[src/ise_regs.svh]
// Purpose: Register offsets, field positions, reset values and timing counts of the increment-skip unit
// Assumes: Included by its bare name from the main module, the address unit and the bench
// Notes:   Definitions only
`ifndef ISE_REGS_SVH
`define ISE_REGS_SVH

// Register byte offsets on the APB
`define ISE_OFS_CTRL       12'h000
`define ISE_OFS_BANK       12'h004
`define ISE_OFS_STATUS     12'h008
`define ISE_OFS_ACCUM      12'h00C

// Field positions
`define ISE_CTRL_EXT_BIT   0
`define ISE_STAT_SKIP_BIT  8
`define ISE_STAT_BUSY_BIT  9
`define ISE_STAT_ILL_BIT   10

// Reset values
`define ISE_CTRL_RST       1'h0
`define ISE_BANK_RST       4'h0
`define ISE_ACCUM_RST      8'h00
`define ISE_RESULT_RST     8'h00

// Opcode upper six bits
`define ISE_OPC_INC_SZ     6'h0F
`define ISE_OPC_INC_SNZ    6'h12

// Addressing
`define ISE_ILO_MAX        8'h5F
`define ISE_ACC_LO_TOP     8'h5F
`define ISE_ACC_HI_BANK    4'hF

// One instruction cycle lasts this many clocks
`define ISE_CLKS_PER_ICYC  4'h3

`endif

[src/ise_pkg.sv]
// Purpose: Types shared by the increment-skip unit
// Assumes: Constants live in ise_regs.svh
// Notes:   Nothing here is imported; users write ise_pkg::name
package ise_pkg;

  // Fields of one program word
  typedef struct packed {
    logic [5:0] opcode;
    logic       dest;
    logic       bank;
    logic [7:0] file;
  } ise_instr_type;

  // Data memory request
  typedef struct packed {
    logic [11:0] addr;
    logic        rd;
    logic        wr;
    logic [7:0]  wdata;
  } ise_mem_req_type;

  typedef enum logic [2:0] {
    ISE_IDLE,
    ISE_READ,
    ISE_WRITE,
    ISE_NOP,
    ISE_DONE
  } ise_state_type;

endpackage : ise_pkg

[src/ise_exec.sv]
// Purpose: Executes the increment-and-skip-if-zero and increment-and-skip-if-nonzero instructions
// Assumes: Data memory returns read data the clock after the one in which its read strobe is high
// Notes:   Registers over APB with zero wait states; the unit keeps no arithmetic status flags
//
// Chosen here: the APB register port and the placing of the registers.
`timescale 1ns/1ps
`include "ise_regs.svh"

// Summary of operation
// - The sum of the file register and one goes to the accumulator when the destination bit is 0, else to the file.
// - The skip-if-zero form discards the prefetched instruction and runs a no-operation when the sum is zero.
// - The skip-if-nonzero form discards the prefetched instruction and runs a no-operation when the sum is not zero.
// - A taken skip makes the instruction two instruction cycles long, the second a no-operation.
// - A taken skip over a two-word instruction costs three instruction cycles, the last two of them no-operations.
// - With the bank bit 0 and extended mode on, file operands up to 95 are indexed literal offsets.
// - With the bank bit 0 and no literal offset, the operand lies in the access bank.
// - With the bank bit 1, the bank select register chooses the general purpose register bank.
module ise_exec (
  input  wire logic        clk_sys,
  input  wire logic        rst_n,
  input  wire logic        psel,
  input  wire logic        penable,
  input  wire logic        pwrite,
  input  wire logic [11:0] paddr,
  input  wire logic [31:0] pwdata,
  output logic      [31:0] prdata,
  output logic             pready,
  output logic             pslverr,
  input  wire logic        instr_valid,
  input  wire logic [15:0] instr_word,
  input  wire logic        next_two_word,
  input  wire logic [11:0] index_base,
  output logic             instr_ready,
  output logic      [11:0] mem_addr,
  output logic             mem_rd,
  output logic             mem_wr,
  output logic      [7:0]  mem_wdata,
  input  wire logic [7:0]  mem_rdata,
  output logic      [7:0]  accum,
  output logic             discard_next,
  output logic             nop_active,
  output logic             instr_done
);

  // Opcode match, used by decode and by the skip decision
  function automatic logic is_op(input logic [5:0] opc, input logic [5:0] ref_opc);
    is_op = (opc == ref_opc);
  endfunction : is_op

  ise_pkg::ise_state_type   state_q, state_d;
  ise_pkg::ise_instr_type   instr_q, instr_d;
  ise_pkg::ise_instr_type   instr_in;
  ise_pkg::ise_mem_req_type req_q, req_d;
  logic                     ext_q, ext_d;
  logic [3:0]               bank_q, bank_d;
  logic [7:0]               accum_q, accum_d;
  logic [7:0]               result_q, result_d;
  logic                     skip_q, skip_d;
  logic                     ill_q, ill_d;
  logic                     two_q, two_d;
  logic [3:0]               cnt_q, cnt_d;
  logic                     disc_q, disc_d;
  logic                     done_q, done_d;
  logic [31:0]              rdata_q, rdata_d;
  logic                     err_q, err_d;
  logic [11:0]              addr_formed;
  logic [7:0]               sum;
  logic                     apb_wr;
  logic                     apb_rd;
  logic                     take;
  logic                     known;

  assign instr_in = instr_word;
  assign sum      = 8'(mem_rdata + 8'h01);
  assign apb_wr   = psel && penable && pwrite;
  assign apb_rd   = psel && !penable && !pwrite;
  assign take     = instr_valid && instr_ready;
  assign known    = is_op(instr_in.opcode, `ISE_OPC_INC_SZ) || is_op(instr_in.opcode, `ISE_OPC_INC_SNZ);

  // Operand address from the word on the instruction port
  ise_addr_unit u_addr (
    .file       (instr_in.file),
    .bank       (instr_in.bank),
    .ext_en     (ext_q),
    .bank_sel   (bank_q),
    .index_base (index_base),
    .addr       (addr_formed)
  );

  // Handshake outputs are combinational, data outputs from flops
  assign instr_ready  = (state_q == ise_pkg::ISE_IDLE);
  assign nop_active   = (state_q == ise_pkg::ISE_NOP);
  assign pready       = 1'b1;
  assign prdata       = rdata_q;
  assign pslverr      = err_q;
  assign mem_addr     = req_q.addr;
  assign mem_rd       = req_q.rd;
  assign mem_wr       = req_q.wr;
  assign mem_wdata    = req_q.wdata;
  assign accum        = accum_q;
  assign discard_next = disc_q;
  assign instr_done   = done_q;

  // Sequencer: one execute instruction cycle, then zero, one or two no-operation cycles
  always_comb begin
    state_d  = state_q;
    instr_d  = instr_q;
    req_d    = req_q;
    result_d = result_q;
    skip_d   = skip_q;
    two_d    = two_q;
    cnt_d    = cnt_q;
    disc_d   = 1'b0;
    done_d   = 1'b0;
    accum_d  = accum_q;
    req_d.rd = 1'b0;
    req_d.wr = 1'b0;
    // Software preset of the accumulator; an executing write below overrides it
    if (apb_wr && (paddr == `ISE_OFS_ACCUM)) begin
      accum_d = pwdata[7:0];
    end
    case (state_q)
      ise_pkg::ISE_IDLE: begin
        if (take && known) begin
          instr_d    = instr_in;
          two_d      = next_two_word;
          req_d.addr = addr_formed;
          req_d.rd   = 1'b1;
          state_d    = ise_pkg::ISE_READ;
        end
      end
      ise_pkg::ISE_READ: begin
        state_d = ise_pkg::ISE_WRITE;
      end
      ise_pkg::ISE_WRITE: begin
        // Keep the sum so STATUS can still report it once the instruction is over
        result_d = sum;
        if (instr_q.dest) begin
          req_d.wr    = 1'b1;
          req_d.wdata = sum;
        end else begin
          accum_d = sum;
        end
        if (is_op(instr_q.opcode, `ISE_OPC_INC_SZ)) begin
          skip_d = (sum == 8'h00);
        end else begin
          skip_d = (sum != 8'h00);
        end
        if (skip_d) begin
          disc_d  = 1'b1;
          // One NOP cycle, or two when the skipped word pair must be dropped
          cnt_d   = two_q ? 4'(`ISE_CLKS_PER_ICYC * 2 - 1) : 4'(`ISE_CLKS_PER_ICYC - 1);
          state_d = ise_pkg::ISE_NOP;
        end else begin
          state_d = ise_pkg::ISE_DONE;
        end
      end
      ise_pkg::ISE_NOP: begin
        if (cnt_q == 4'h0) begin
          state_d = ise_pkg::ISE_DONE;
        end else begin
          cnt_d = 4'(cnt_q - 4'h1);
        end
      end
      ise_pkg::ISE_DONE: begin
        done_d  = 1'b1;
        state_d = ise_pkg::ISE_IDLE;
      end
      default: begin
        state_d = ise_pkg::ISE_IDLE;
      end
    endcase
  end

  // Register file next values; a set of the illegal flag wins over its clear
  always_comb begin
    ext_d   = ext_q;
    bank_d  = bank_q;
    ill_d   = ill_q;
    err_d   = 1'b0;
    rdata_d = rdata_q;
    if (apb_wr) begin
      case (paddr)
        `ISE_OFS_CTRL:   ext_d  = pwdata[`ISE_CTRL_EXT_BIT];
        `ISE_OFS_BANK:   bank_d = pwdata[3:0];
        `ISE_OFS_STATUS: if (pwdata[`ISE_STAT_ILL_BIT]) ill_d = 1'b0;
        `ISE_OFS_ACCUM:  ;
        default:         ;
      endcase
    end
    if (take && !known) begin
      ill_d = 1'b1;
    end
    // Read data is latched in setup so it stands through the access phase
    if (apb_rd) begin
      rdata_d = 32'h00000000;
      case (paddr)
        `ISE_OFS_CTRL:   rdata_d[`ISE_CTRL_EXT_BIT] = ext_q;
        `ISE_OFS_BANK:   rdata_d[3:0] = bank_q;
        `ISE_OFS_STATUS: begin
          rdata_d[7:0]               = result_q;
          rdata_d[`ISE_STAT_SKIP_BIT] = skip_q;
          rdata_d[`ISE_STAT_BUSY_BIT] = (state_q != ise_pkg::ISE_IDLE);
          rdata_d[`ISE_STAT_ILL_BIT]  = ill_q;
        end
        `ISE_OFS_ACCUM:  rdata_d[7:0] = accum_q;
        default:         rdata_d = 32'h00000000;
      endcase
    end
    // Unmapped address answers with an error in the access phase
    if (psel && !penable) begin
      err_d = !((paddr == `ISE_OFS_CTRL) || (paddr == `ISE_OFS_BANK) ||
                (paddr == `ISE_OFS_STATUS) || (paddr == `ISE_OFS_ACCUM));
    end
  end

  // All state registered here, synchronous reset
  always_ff @(posedge clk_sys) begin
    if (!rst_n) begin
      state_q  <= ise_pkg::ISE_IDLE;
      instr_q  <= '0;
      req_q    <= '0;
      ext_q    <= `ISE_CTRL_RST;
      bank_q   <= `ISE_BANK_RST;
      accum_q  <= `ISE_ACCUM_RST;
      result_q <= `ISE_RESULT_RST;
      skip_q   <= 1'b0;
      ill_q    <= 1'b0;
      two_q    <= 1'b0;
      cnt_q    <= 4'h0;
      disc_q   <= 1'b0;
      done_q   <= 1'b0;
      rdata_q  <= 32'h00000000;
      err_q    <= 1'b0;
    end else begin
      state_q  <= state_d;
      instr_q  <= instr_d;
      req_q    <= req_d;
      ext_q    <= ext_d;
      bank_q   <= bank_d;
      accum_q  <= accum_d;
      result_q <= result_d;
      skip_q   <= skip_d;
      ill_q    <= ill_d;
      two_q    <= two_d;
      cnt_q    <= cnt_d;
      disc_q   <= disc_d;
      done_q   <= done_d;
      rdata_q  <= rdata_d;
      err_q    <= err_d;
    end
  end

  // The unit has no status flag outputs at all, so flags stay untouched by construction

endmodule : ise_exec

[src/ise_addr_unit.sv]
// Purpose: Forms the data memory address of a byte-oriented file operand
// Assumes: Index base comes from the core on the same clock
// Notes:   Purely combinational
`timescale 1ns/1ps
`include "ise_regs.svh"

module ise_addr_unit (
  input  wire logic [7:0]  file,
  input  wire logic        bank,
  input  wire logic        ext_en,
  input  wire logic [3:0]  bank_sel,
  input  wire logic [11:0] index_base,
  output logic      [11:0] addr
);

  // Literal offset first, then access bank, then banked register
  always_comb begin
    if (!bank && ext_en && (file <= `ISE_ILO_MAX)) begin
      addr = 12'(index_base + {4'h0, file});
    end else if (!bank) begin
      if (file <= `ISE_ACC_LO_TOP) begin
        addr = {4'h0, file};
      end else begin
        addr = {`ISE_ACC_HI_BANK, file};
      end
    end else begin
      addr = {bank_sel, file};
    end
  end

endmodule : ise_addr_unit

[config.mk]
export PLATFORM = sky130hd
export DESIGN_NAME = ise_exec
export DESIGN_NICKNAME = d
export VERILOG_FILES = /design/src/ise_pkg.sv /design/src/ise_exec.sv /design/src/ise_addr_unit.sv
export VERILOG_INCLUDE_DIRS = /design/src
export SDC_FILE = /design/constraint.sdc
export NUM_CORES = 1
export LEC_CHECK = 0
export ABC_AREA = 0
export BUFFER_PORTS_ARGS = -buffer_cell sky130_fd_sc_hd__clkbuf_2
export CAP_MARGIN = 30
export CORE_MARGIN = 2
export CORE_UTILIZATION = 25
export CTS_BUF_LIST = sky130_fd_sc_hd__clkbuf_8
export DETAILED_ROUTE_END_ITERATION = 10
export PLACE_DENSITY = 0.58
export SLEW_MARGIN = 25
export SYNTH_ARGS = -nofsm -noshare
export SYNTH_HDL_FRONTEND = slang
export SYNTH_SLANG_ARGS = --single-unit
[constraint.sdc]
create_clock -name clk_sys -period 2.8 [get_ports clk_sys]
set_input_delay 0.42 -clock clk_sys [delete_from_list [all_inputs] [get_ports clk_sys]]
set_output_delay 0.42 -clock clk_sys [all_outputs]
set_load 0.1 [all_outputs]
==> results_dict.tcl <==
set metrics [dict create \
    wirelength_um 11030 \
    io-pin-count 155 \
    arrival_ns 1.84 \
    grt_use_total 0.1350 \
    criticalPathCategory "reg -> out" \
    first_iter_violations 142 \
    routedWlPerCell_um 13.67 \
    synth_ff_type "dfxtp_1" \
    syn_to_final_growth_pct 21.97 \
    status "finished clean" \
    setup_viol 0 \
    min_from "instr_word[9]" \
    cts_setup_buffers 0 \
    synth_common_cells "74 x dfxtp_1, 64 x nor2_1, 40 x nand2_1, 33 x a21oi_1, 30 x a211oi_1" \
    netlist_area_mm2 0.004020 \
    slew_violations 0 \
    dieArea_mm2 0.01711 \
    fin_nets 685 \
    worst_pin_slew_ns 0.8146 \
    ff2ff_path_depth 6 \
    synth-edff-count 0 \
    grt_pass1_vias 3515 \
    regArea_mm2 0.001481 \
    r2r_end "cnt_q[1]" \
    finClkSkew_ns 0.01000 \
    power_per_cell_area_mw_per_mm2 465.8 \
    hold_depth 3 \
    start_util 0.2540 \
    place_congestion 0.8236 \
    yosysMostFrequentCell "dfxtp_1" \
    hpwl_um 8604 \
    synth_cell_types 62 \
    yosysTopAreaCellShare 0.3685 \
    multi_input_area_mm2 0.002303 \
    clk_latency_ns 0.37 \
    clockBufferDepth 2 \
    cts_tree "built" \
    utilization 0.3098 \
    cts_num_sinks 74 \
    num_vias 3709 \
    core_mm2 0.01583 \
    drive_above_1_share 0.2657 \
    cts_buffers 9 \
    ff2ff_setup_slack_ns 0.91 \
    async_flop_share 0 \
    ir_drop_mv 0.2986 \
    grt_pass1_wl_um 17750 \
    syn_inst 483 \
    ys_seq_area_frac 0.3685 \
    die_h_um 130.8 \
    n_antenna_cell 0 \
    p_leak_uw 0.002004 \
    cp-start-kind "flip-flop" \
    critical_path_required_ns 2.38 \
    yosys.area.top_type "dfxtp_1" \
    maxCapViolCount 0 \
    portBuffers 109 \
    r2r_start "instr_q[14]" \
    maxSlewHeadroom 0.4549 \
    min_to "instr_q[9]" \
    cts_hold_buf 0 \
    vias_per_cell 4.596 \
    fin_crit_ns 2.263 \
    crit_fanout 7 \
    cts-root-buf "clkbuf_8" \
    path_clk_slew_ns 0.08 \
    end_kind "primary output" \
    fin_tns_setup_ns 0 \
    period_share 0.8081 \
    synth_area_per_cell_um2 8.323 \
    synth_area_leaders "dfxtp_1 37%, nor2_1 6.0%, a211oi_1 5.6%" \
    finalHoldViolations 0 \
    h-tree-depth 3 \
    drc_errors 0 \
    rsz0062_at_grt "no" \
    drtAntennaViolNets 0 \
    synth.yosys.warnings 0 \
    timing.fmax_mhz 442.0 \
    p_total_uw 2284 \
    hp-class "in -> reg" \
    antenna_found_initial 0 \
    grt_start_max_net_pins 41 \
    first_pass_iters 5 \
    die_w_um 130.8 \
    num_rows 46 \
    synth-seq-cells 74 \
    post_cts_resized 0 \
    grt_overflow 0 \
    fill_cells 1729 \
]
report_power, final:
group / leakage, uW / total, uW / switching [uW] / internal, uW
combinational: 0.00132 / 430 / 323 / 107
clock: 0.0000847 / 784 / 438 / 345
sequential: 0.000597 / 1070 / 7.29 / 1060
total: 0.00200 / 2280 / 769 / 1520
layer usage:
metal	vias up	wire length, um	global-route usage	share of wire
met5	-	0	0	0
met4	0	175	0.04631	0.016
met2	133	4798	0.2114	0.43
li1	1889	-	-	-
met1	1672	5324	0.1807	0.48
met3	15	734	0.03502	0.067
flip-flops by register name, indices dropped and copies added, names as in the netlist, 3 cells and up:
register   cells
cnt_q          4
prdata        11
accum          8
mem_wdata      8
instr_q        7
bank_q         4
result_q       8
state_q        3
mem_addr      12
critical path, cell delays in order (launching register included):
cell and delay (ns):
dfxtp_1 0.43, nand2_1 0.07, or2_2 0.32, inv_1 0.17
clkbuf_2 0.49
cell families after synthesis:
group | after synthesis | synth area share
other | 2 | 0.001868
DFF | 74 | 0.3685
buffers and inverters | 60 | 0.07843
muxes | 23 | 0.06256
AOI/OAI and AO/OA | 108 | 0.1783
adders and majority gates | 12 | 0.03922
and+or+nand+nor | 192 | 0.2449
xor gates and xnor gates | 12 | 0.02614
final cells by class:
| cell class | instances | share of cell area |
|---|---|---|
| multi-input combinational | 369 | 0.4698 |
| clock inverter | 6 | 0.008421 |
| clock buffer | 10 | 0.02807 |
| sequential | 74 | 0.3021 |
| tap | 216 | 0.05512 |
| inverter | 13 | 0.009952 |
| timing repair buffer | 119 | 0.1266 |
placed cells by master (no fill, tap or decap), types with 3 or more instances in the layout:
cell type and count:
mux2i_1 15, mux2_2 6, nor3_2 3, nand2b_1 6
or3_1 4, clkbuf_8 10, buf_4 10, conb_1 22
inv_1 12, dfxtp_1 74, a31oi_1 3, o21ai_0 15
clkbuf_2 109, a21oi_1 33, nor2_1 64, xor2_1 6
nand2_1 40, and2_1 6, o21a_1 3, nor3b_1 3
a22oi_1 4, nand3_1 12, and3_1 7, ha_1 11
xnor2_1 6, clkinvlp_4 3, nor2b_1 6, nor3_1 19
a211oi_1 30
worst max-delay path by stage:
stage / endpoint / start
after floorplan: mem_addr[10] / state_q[2]
after global placement: mem_addr[8] / instr_word[5]
after detailed placement: mem_addr[8] / instr_word[5]
after CTS: nop_active / state_q[1]
after global routing: nop_active / state_q[1]
final: nop_active / state_q[1]
per-stage QoR:
stage                     instances  setup WS [ns]  hold slack, ns  instance area, um^2
final                           807         0.5374          0.2868                 4903
after global routing            807         0.4375          0.2774                 4903
after CTS                       807         0.4966          0.2603                 4903
after detailed placement        791         0.4076          0.4476                 4725
after global placement          791         0.4125          0.4461                 4725
after floorplan                 503         0.1349          0.4311                 4100
(Power assumes the default switching activity.)
